===== src/rtl/ssr_pkg.sv =====
// Shared constants for the soft-stop timing register block.
// Assumes a 100 MHz ref_clk and a command-level PMBus engine in front.
package ssr_pkg;

    // ****************************************************************
    // Command codes
    // ****************************************************************
    localparam logic [7:0] CMD_TURN_OFF_DELAY = 8'h64;
    localparam logic [7:0] CMD_SOFT_STOP_RAMP = 8'h65;

    // ****************************************************************
    // Field layout
    // ****************************************************************
    localparam int EXP_MSB = 15;
    localparam int EXP_LSB = 11;
    localparam logic [4:0] EXP_VALUE = 5'h1F;
    localparam int DELAY_MANT_W = 3;
    localparam int RAMP_MANT_W = 4;
    localparam logic [2:0] DELAY_MANT_RESET = 3'h0;
    localparam logic [3:0] RAMP_MANT_RESET = 4'h0;

    // ****************************************************************
    // Canonical restore mantissas, one per supported setting
    // ****************************************************************
    localparam logic [2:0] DELAY_CANON_0MS = 3'h0;
    localparam logic [2:0] DELAY_CANON_1MS = 3'h1;
    localparam logic [2:0] DELAY_CANON_1P5MS = 3'h3;
    localparam logic [2:0] DELAY_CANON_2MS = 3'h4;
    localparam logic [3:0] RAMP_CANON_0P5MS = 4'h0;
    localparam logic [3:0] RAMP_CANON_1MS = 4'h2;
    localparam logic [3:0] RAMP_CANON_2MS = 4'h4;
    localparam logic [3:0] RAMP_CANON_4MS = 4'h8;

    // ****************************************************************
    // Timing
    // ****************************************************************
    localparam int CLK_PERIOD_NS = 10;
    localparam int TICK_US_NS = 1000;
    localparam int US_CYCLES = TICK_US_NS / CLK_PERIOD_NS;
    localparam int HALF_MS_US = 500;
    // Base ramp of 0.5 ms is about 2^9 microsecond steps
    localparam int RAMP_BASE_SHIFT = 9;
    // Reference code per boot level: (level + 1) << BOOT_CODE_SHIFT
    localparam int BOOT_CODE_SHIFT = 7;
    localparam int REF_W = 16;

endpackage : ssr_pkg


===== src/rtl/ssr_tick_gen.sv =====
// Microsecond and half-millisecond tick generator for the stop timers.
// Assumes clr is a same-clock pulse that restarts both counts at zero.
`timescale 1ns/1ns
module ssr_tick_gen #(
    parameter int US_CYCLES = ssr_pkg::US_CYCLES,
    parameter int HALF_MS_US = ssr_pkg::HALF_MS_US
) (
    input wire logic ref_clk,
    input wire logic rst,
    input wire logic clr,
    output logic tick_us,
    output logic tick_half_ms
);

    logic [15:0] cyc_cnt;
    logic [15:0] us_cnt;

    // ****************************************************************
    // Cycle divider
    // ****************************************************************
    always_ff @(posedge ref_clk)
    begin
        if (rst || clr)
        begin
            cyc_cnt <= 16'h0000;
            tick_us <= 1'b0;
        end
        else if (cyc_cnt == 16'(US_CYCLES - 1))
        begin
            cyc_cnt <= 16'h0000;
            tick_us <= 1'b1;
        end
        else
        begin
            cyc_cnt <= cyc_cnt + 16'h0001;
            tick_us <= 1'b0;
        end
    end

    // ****************************************************************
    // Microsecond divider
    // ****************************************************************
    always_ff @(posedge ref_clk)
    begin
        if (rst || clr)
        begin
            us_cnt <= 16'h0000;
            tick_half_ms <= 1'b0;
        end
        else if (tick_us && us_cnt == 16'(HALF_MS_US - 1))
        begin
            us_cnt <= 16'h0000;
            tick_half_ms <= 1'b1;
        end
        else
        begin
            if (tick_us)
            begin
                us_cnt <= us_cnt + 16'h0001;
            end
            tick_half_ms <= 1'b0;
        end
    end

endmodule : ssr_tick_gen


===== src/rtl/ssr_soft_stop.sv =====
// Turn-off delay and soft-stop ramp setting registers with the stop
// sequencer that applies them to the reference DAC.
// Assumes a same-clock PMBus command engine, same-clock on/off logic and
// status registers that take the fault pulses; the comparator is async.
`timescale 1ns/1ns
module ssr_soft_stop #(
    parameter int US_CYCLES = ssr_pkg::US_CYCLES,
    parameter int HALF_MS_US = ssr_pkg::HALF_MS_US
) (
    input wire logic ref_clk,
    input wire logic rst,
    input wire logic cmd_valid,
    input wire logic cmd_write,
    input wire logic [7:0] cmd_code,
    input wire logic [15:0] cmd_wdata,
    output logic cmd_hit,
    output logic resp_valid,
    output logic resp_nack,
    output logic [15:0] resp_rdata,
    output logic cml_fault_set,
    output logic invalid_data_set,
    input wire logic nvm_restore,
    input wire logic [1:0] nvm_delay_sel,
    input wire logic [1:0] nvm_ramp_sel,
    input wire logic stop_req,
    input wire logic [4:0] boot_voltage_level,
    input wire logic vout_low_pin,
    output logic switching_en,
    output logic ramp_active,
    output logic [15:0] ref_dac_code
);

    // ****************************************************************
    // Types and mapping functions
    // ****************************************************************
    typedef enum logic [3:0] {
        SSR_IDLE = 4'b0001,
        SSR_DELAY = 4'b0010,
        SSR_RAMP = 4'b0100,
        SSR_OFF = 4'b1000
    } ssr_state_t;

    // Delay in half-millisecond units
    function automatic logic [2:0] ssr_delay_halves(input logic [2:0] m);
        if (m == 3'h0)
        begin
            return 3'h0;
        end
        else if (m < 3'h3)
        begin
            return 3'h2;
        end
        else if (m == 3'h3)
        begin
            return 3'h3;
        end
        else
        begin
            return 3'h4;
        end
    endfunction : ssr_delay_halves

    // Ramp length as a power of two over the 0.5 ms base
    function automatic logic [1:0] ssr_ramp_shift(input logic [3:0] m);
        if (m < 4'h2)
        begin
            return 2'h0;
        end
        else if (m < 4'h4)
        begin
            return 2'h1;
        end
        else if (m < 4'h8)
        begin
            return 2'h2;
        end
        else
        begin
            return 2'h3;
        end
    endfunction : ssr_ramp_shift

    function automatic logic [15:0] ssr_word(input logic [3:0] m);
        return {ssr_pkg::EXP_VALUE, 7'h00, m};
    endfunction : ssr_word

    // ****************************************************************
    // Signals
    // ****************************************************************
    ssr_state_t state;
    ssr_state_t next_state;
    logic [2:0] delay_mant;
    logic [3:0] ramp_mant;
    logic is_delay;
    logic is_ramp;
    logic wr_ok;
    logic [2:0] delay_left;
    logic [1:0] ramp_shift_run;
    logic [15:0] ramp_step;
    logic [15:0] ref_start;
    logic tick_clr;
    logic tick_us;
    logic tick_half_ms;
    logic vout_s1;
    logic vout_s2;
    logic vout_s3;
    logic vout_low;

    // ****************************************************************
    // Command decode
    // ****************************************************************
    always_comb
    begin
        is_delay = 1'b0;
        is_ramp = 1'b0;
        if (cmd_code == ssr_pkg::CMD_TURN_OFF_DELAY)
        begin
            is_delay = 1'b1;
        end
        else if (cmd_code == ssr_pkg::CMD_SOFT_STOP_RAMP)
        begin
            is_ramp = 1'b1;
        end
    end

    assign cmd_hit = cmd_valid && (is_delay || is_ramp);

    // Write legal only if every read-only bit keeps its read value
    always_comb
    begin
        wr_ok = 1'b0;
        if (is_delay)
        begin
            wr_ok = cmd_wdata[15:3] == {ssr_pkg::EXP_VALUE, 8'h00};
        end
        else if (is_ramp)
        begin
            wr_ok = cmd_wdata[15:4] == {ssr_pkg::EXP_VALUE, 7'h00};
        end
    end

    // ****************************************************************
    // Setting registers
    // ****************************************************************
    always_ff @(posedge ref_clk)
    begin
        if (rst)
        begin
            delay_mant <= ssr_pkg::DELAY_MANT_RESET;
        end
        else if (nvm_restore)
        begin
            case (nvm_delay_sel)
                2'h0: delay_mant <= ssr_pkg::DELAY_CANON_0MS;
                2'h1: delay_mant <= ssr_pkg::DELAY_CANON_1MS;
                2'h2: delay_mant <= ssr_pkg::DELAY_CANON_1P5MS;
                default: delay_mant <= ssr_pkg::DELAY_CANON_2MS;
            endcase
        end
        else if (cmd_valid && cmd_write && is_delay && wr_ok)
        begin
            delay_mant <= cmd_wdata[2:0];
        end
    end

    always_ff @(posedge ref_clk)
    begin
        if (rst)
        begin
            ramp_mant <= ssr_pkg::RAMP_MANT_RESET;
        end
        else if (nvm_restore)
        begin
            case (nvm_ramp_sel)
                2'h0: ramp_mant <= ssr_pkg::RAMP_CANON_0P5MS;
                2'h1: ramp_mant <= ssr_pkg::RAMP_CANON_1MS;
                2'h2: ramp_mant <= ssr_pkg::RAMP_CANON_2MS;
                default: ramp_mant <= ssr_pkg::RAMP_CANON_4MS;
            endcase
        end
        else if (cmd_valid && cmd_write && is_ramp && wr_ok)
        begin
            ramp_mant <= cmd_wdata[3:0];
        end
    end

    // ****************************************************************
    // Response and fault pulses
    // ****************************************************************
    always_ff @(posedge ref_clk)
    begin
        if (rst)
        begin
            resp_valid <= 1'b0;
            resp_nack <= 1'b0;
            resp_rdata <= 16'h0000;
            cml_fault_set <= 1'b0;
            invalid_data_set <= 1'b0;
        end
        else
        begin
            resp_valid <= cmd_hit;
            resp_nack <= cmd_hit && cmd_write && !wr_ok;
            cml_fault_set <= cmd_hit && cmd_write && !wr_ok;
            invalid_data_set <= cmd_hit && cmd_write && !wr_ok;
            if (cmd_hit && !cmd_write && is_delay)
            begin
                resp_rdata <= ssr_word({1'b0, delay_mant});
            end
            else if (cmd_hit && !cmd_write)
            begin
                resp_rdata <= ssr_word(ramp_mant);
            end
            else
            begin
                resp_rdata <= 16'h0000;
            end
        end
    end

    // ****************************************************************
    // Output-low comparator synchroniser
    // ****************************************************************
    always_ff @(posedge ref_clk)
    begin
        if (rst)
        begin
            vout_s1 <= 1'b0;
            vout_s2 <= 1'b0;
            vout_s3 <= 1'b0;
            vout_low <= 1'b0;
        end
        else
        begin
            vout_s1 <= vout_low_pin;
            vout_s2 <= vout_s1;
            vout_s3 <= vout_s2;
            if (vout_s2 == vout_s3)
            begin
                vout_low <= vout_s3;
            end
        end
    end

    // ****************************************************************
    // Timebase
    // ****************************************************************
    // Restarted at the stop edge so the first half-ms is a whole one
    assign tick_clr = (state == SSR_IDLE) && stop_req;

    ssr_tick_gen #(
        .US_CYCLES(US_CYCLES),
        .HALF_MS_US(HALF_MS_US)
    ) u_tick (
        .ref_clk(ref_clk),
        .rst(rst),
        .clr(tick_clr),
        .tick_us(tick_us),
        .tick_half_ms(tick_half_ms)
    );

    // ****************************************************************
    // Stop sequencer
    // ****************************************************************
    always_comb
    begin
        next_state = state;
        case (state)
            SSR_IDLE:
            begin
                if (stop_req)
                begin
                    next_state = SSR_DELAY;
                end
            end
            SSR_DELAY:
            begin
                if (delay_left == 3'h0)
                begin
                    next_state = SSR_RAMP;
                end
            end
            SSR_RAMP:
            begin
                if (ref_dac_code == 16'h0000)
                begin
                    next_state = SSR_OFF;
                end
            end
            SSR_OFF:
            begin
                if (!stop_req)
                begin
                    next_state = SSR_IDLE;
                end
            end
            default:
            begin
                next_state = SSR_IDLE;
            end
        endcase
    end

    always_ff @(posedge ref_clk)
    begin
        if (rst)
        begin
            state <= SSR_IDLE;
        end
        else
        begin
            state <= next_state;
        end
    end

    // Settings are sampled once per stop; later writes wait for the next
    always_ff @(posedge ref_clk)
    begin
        if (rst)
        begin
            delay_left <= 3'h0;
            ramp_shift_run <= 2'h0;
        end
        else if (tick_clr)
        begin
            delay_left <= ssr_delay_halves(delay_mant);
            ramp_shift_run <= ssr_ramp_shift(ramp_mant);
        end
        else if (state == SSR_DELAY && tick_half_ms && delay_left != 3'h0)
        begin
            delay_left <= delay_left - 3'h1;
        end
    end

    // Start code per boot level; step sized so 0.5 ms ~ 512 us steps
    assign ref_start = 16'({11'h000, boot_voltage_level} + 16'h0001)
        << ssr_pkg::BOOT_CODE_SHIFT;

    // ****************************************************************
    // Reference ramp
    // ****************************************************************
    always_ff @(posedge ref_clk)
    begin
        if (rst)
        begin
            ref_dac_code <= 16'h0000;
            ramp_step <= 16'h0000;
        end
        else if (state == SSR_DELAY && next_state == SSR_RAMP)
        begin
            ref_dac_code <= ref_start;
            // Negated rise slew, halved per doubling of ramp time
            ramp_step <= (ref_start >> (ssr_pkg::RAMP_BASE_SHIFT
                + int'(ramp_shift_run))) + 16'h0001;
        end
        else if (state == SSR_RAMP && tick_us)
        begin
            if (ref_dac_code <= ramp_step)
            begin
                ref_dac_code <= 16'h0000;
            end
            else
            begin
                ref_dac_code <= ref_dac_code - ramp_step;
            end
        end
        else if (state == SSR_IDLE)
        begin
            ref_dac_code <= 16'h0000;
        end
    end

    assign ramp_active = (state == SSR_RAMP);

    // ****************************************************************
    // Power stage enable
    // ****************************************************************
    // Fall seen at the output is often shorter than the programmed ramp
    always_ff @(posedge ref_clk)
    begin
        if (rst)
        begin
            switching_en <= 1'b0;
        end
        else if (state == SSR_OFF)
        begin
            switching_en <= 1'b0;
        end
        else if (state == SSR_RAMP && vout_low)
        begin
            switching_en <= 1'b0;
        end
        else if (state == SSR_IDLE || state == SSR_DELAY)
        begin
            switching_en <= 1'b1;
        end
    end

endmodule : ssr_soft_stop


===== config.mk =====
export PLATFORM = sky130hd
export DESIGN_NAME = ssr_soft_stop
export DESIGN_NICKNAME = d
export VERILOG_FILES = /design/src/rtl/ssr_pkg.sv /design/src/rtl/ssr_tick_gen.sv /design/src/rtl/ssr_soft_stop.sv
export SDC_FILE = /design/constraint.sdc
export NUM_CORES = 1
export LEC_CHECK = 0
export ABC_AREA = 0
export BUFFER_PORTS_ARGS = -buffer_cell sky130_fd_sc_hd__buf_2
export CORE_ASPECT_RATIO = 2
export CORE_MARGIN = 2
export CORE_UTILIZATION = 60
export CTS_CLUSTER_DIAMETER = 120
export DETAILED_ROUTE_END_ITERATION = 8
export PLACE_DENSITY = 0.85
export SYNTH_ARGS = -nofsm -noshare
export SYNTH_HDL_FRONTEND = slang
export SYNTH_SLANG_ARGS = --single-unit

===== constraint.sdc =====
create_clock -name ref_clk -period 3.4 [get_ports ref_clk]
set_input_delay 0 -clock ref_clk [delete_from_list [all_inputs] [get_ports ref_clk]]
set_output_delay 0 -clock ref_clk [all_outputs]
set_load 0.01 [all_outputs]

==> impl.org <==
** Outcome
- Outcome :: complete, no violations

** STA
- Setup total negative slack on the finished layout was measured at 0 ns.
- Least setup slack across all paths after layout :: 0.709 ns
- Fmax :: 0.372 GHz
- Final clock period utilization by the worst path :: 0.791
- Slew margin rel. :: 0.382
- Setup violations remaining at the end of the flow were counted as 0.
- For the pin with the worst max-slew slack, the measured transition is 0.927 ns.
- The max-slew violation count was 0.
- After layout, the minimum clock period comes to 2.69 ns.
- Setup repair after global routing left no endpoint under its margin.
- Fin. Hold Viols :: 0
- Post-Route Skew :: 0.00865 ns

** Clock network
- TritonCTS Sinks :: 83
- TritonCTS buffer count :: 9
- In this run the deepest clock path goes through 2 buffers.
- After clock tree synthesis, the clock-pin slew on the worst setup and hold paths is 0.06 ns.
- Depth of the CTS H-tree :: 3
- TritonCTS built the clock tree.
- At the later pin of the worst-skew pair, clock insertion delay measures 0.34 ns.
- CTS root buf :: clkbuf_16
- Number of gates given a new drive strength after cts :: 0

** Placement
- Port Buffer Count :: 71
- Post-Place Cell Area :: 4740 um2
- Final weighted congestion of routability-driven global placement :: 0.900
- The HPWL after detailed placement is 8.12 mm.
- Pre-CTS WS :: 0.788 ns

** Critical path
- Startpoint type of the worst setup path :: flop
- Among cell families on the critical path, the largest total delay comes from compound AO/OA/AOI/OAI gates.
- Number of cells on the worst reg-to-reg path :: 9
- Ordered list of cells on the worst path :: inv_1 > ha_1 > inv_1 > fa_1 > a21oi_1 > o311a_1 > o2bb2ai_1 > o21ai_0 > a21oi_1
- CP max stage cell :: o2bb2ai_1
- Data on the critical path is required at its endpoint by 3.66 ns.
- The largest single stage delay on the critical path is 0.76 ns.
- In this run the critical register-to-register path is launched from ref_dac_code[0].
- The critical path starts at ref_dac_code[0].
- Number of stages on the worst setup path :: 9
- Together, buffers and inverters on the worst path number 2.
- Setup slack of the worst register-to-register path :: 0.71 ns
- The worst setup path is of the flop to flop kind.
- For the worst setup path, the data arrival time is 2.96 ns.
- Following the worst setup path forward leads to its endpoint at ref_dac_code[12].
- Max FO, Critical Path :: 11
- Endpoint of the most critical register-to-register path :: ref_dac_code[12]
- Critical Path End Type :: flop

** Die
- X dimension of the die :: 64.7 um
- Die footprint :: 8100 um2
- The core region is 7210 um2.
- For this configuration, the core starts out at a cell density of 0.612.
- Site Rows :: 44
- The die is 125 um tall.
- During I/O placement, the number of pins put on the boundary was 79.

** Synth
- Sequential fraction of the synthesis area :: 0.376
- Synth Flop Type :: dfxtp_1
- Number of cells produced by synthesis :: 533
- The Yosys step of the flow raised 0 warnings.
- Average size of a mapped cell :: 8.28 um2
- Cell variety after synth :: 62
- Proportion of register bits with asynchronous set or reset after synthesis :: 0
- Counting flops and latches in the post-synthesis netlist gives 83.
- Post-synth EDFFs :: 0
- Area share of the largest cell type after synthesis :: 0.376
- By area the synthesized netlist is led by dfxtp_1 (38%), nor2_1 (6.5%), xor2_1 (3.8%).
- Most area-hungry cell type in the Yosys netlist :: dfxtp_1
- Post-synthesis instance area :: 4420 um2

** Finish
- In the final design database the tool counted 649 nets.
- In the final layout, the share of cells above drive strength 1 is 0.155.
- The repair_antennas step left the layout with diodes totalling 0.
- Layout-stage area growth over the synthesis result :: 16.5%
- After routing the design area is 5150 um2.

** Min path
- Counting instances, the worst hold path has a depth of 4.
- Worst min-delay path category :: input pin to flop

** Global routing
- Entering global routing, the biggest net connects 35 pins.
- The via count of the first global-routing pass came to 4228.
- Number of antenna violations at the first check in global routing :: 0
- Summed over all layers, the global routing overflow is 0.
- For this run, the total global-route usage over all layers was measured as 0.296.
- The first global-routing pass estimated 19.0 mm of wire.

** Power and ir drop
- IR analysis of the VDD net gives a maximum drop of 0.396 mV.
- For this design the static power due to leakage is 2.13 nW.
- Power spread over the standard cell area amounts to 476 nW/um2.

** Drt
- The count of nets left with antenna violations once routing finished came out at 0.
- Number of DRC violations after detailed routing :: 0
- Routed WL per cell :: 16.4 um
- DRC marker count from the first detailed-route iteration :: 337
- Post-detailed-route via-to-cell ratio :: 6.06
- For this run, the detailed router's first-pass iteration total came to 5.
- The final route contains 4194 vias.
- For this block, the routed nets add up to 11.4 mm of wire.

** Flow run
- Across the run, the number of max-cap violations was 0.
## metrics by stage
stage               power, mW  hold slack, ns  cells  utilization
floorplan                1.21          0.0803    539            -
global placement         1.27           0.221    671        0.657
detailed placement       1.28           0.228    671        0.657
CTS                      2.45          0.0647    692        0.714
global route             2.53          0.0909    692        0.714
finish                   2.45          0.0629    692        0.714
## kinds of logic after synthesis
family,count (synthesis),share of synthesized area
and+or+nand+nor,243,0.281
AOI/OAI and AO/OA,93,0.145
DFF,83,0.376
buffers and inverters,51,0.0564
xor gates and xnor gates,36,0.0714
adders and majority gates,14,0.0414
muxes,12,0.0275
other,1,0.000849
## worst min-delay path by stage
stage            startpoint       endpoint  slack (ns)
6_report       cmd_wdata[0]  delay_mant[0]        0.06
5_1_grt            stop_req       state[3]        0.09
4_1_cts        cmd_wdata[0]  delay_mant[0]        0.06
3_5_place_dp   vout_low_pin        vout_s1        0.23
3_3_place_gp   vout_low_pin        vout_s1        0.22
2_1_floorplan   cmd_code[3]        cmd_hit        0.08
## layout by cell type, fill, tap and decap left out, drive strengths merged, types with 6 or more instances in the layout
cell,synthesis,layout
a211oi,8,8
a21o,7,7
a21oi,24,24
and2,9,9
and3,6,6
buf,16,72
clkbuf,16,11
conb,1,7
dfxtp,83,83
ha,13,13
inv,18,18
mux2i,11,11
nand2,40,40
nand2b,7,7
nand3,24,24
nand3b,6,6
nand4,11,11
nor2,77,77
nor2b,9,9
nor3,16,16
nor4,9,9
o21ai,15,15
or3,6,6
or4,10,10
xnor2,17,17
xor2,19,19
## worst reg2reg max path: cells and delay by family, from the launching register on
kind            cells  cell delay, ns
compound gates      5            1.65
fa+ha+maj           2            0.47
buf+inv             2            0.14
flops               1            0.36
## per-layer routing
layer | part of all wire | global-route usage | vias to the layer above
li1 | - | - | 2002
met1 | 0.35 | 0.286 | 1995
met2 | 0.56 | 0.556 | 145
met3 | 0.040 | 0.0387 | 52
met4 | 0.057 | 0.199 | 0
met5 | 0 | 0 | -
## area by class of cell
type	instances	area, um2
multi-input combinational	405	2530
clock buffer	11	233
sequential	83	1660
tap	92	115
inverter	19	71.3
timing repair buffer	77	413
clock inverter	5	125
fill	558	2070
## cell usage after synthesis, types with 13 or more instances
master    number
a21oi_1       24
buf_4         13
clkbuf_1      16
dfxtp_1       83
ha_1          13
inv_1         18
nand2_1       40
nand3_1       24
nor2_1        77
nor3_1        16
o21ai_0       15
xnor2_1       17
xor2_1        19
## where the power goes
part	switching, mW	total [mW]	internal [mW]	leakage, nW
Clock	0.384	1.18	0.791	0.174
Combinational	0.154	0.259	0.105	1.29
Sequential	0.0240	1.02	0.992	0.672
Total	0.563	2.45	1.89	2.13
## registers in the layout (all words and copies together) (netlist names)
signal / cells
u_tick.us_cnt: 16
ref_dac_code: 16
u_tick.tick_us: 1
vout_s3: 1
ramp_step: 5
resp_rdata: 5
delay_mant: 3
u_tick.tick_half_ms: 1
delay_left: 3
invalid_data_set: 1
ramp_mant: 4
switching_en: 1
vout_low: 1
vout_s2: 1
vout_s1: 1
u_tick.cyc_cnt: 16
resp_valid: 1
ramp_shift_run: 2
state: 4
## timing repair
item	in CTS	in global routing
endpoints found under the hold margin	4	0
setup buffers	0	0
hold buffers	5	0
(Power assumes the default switching activity.)
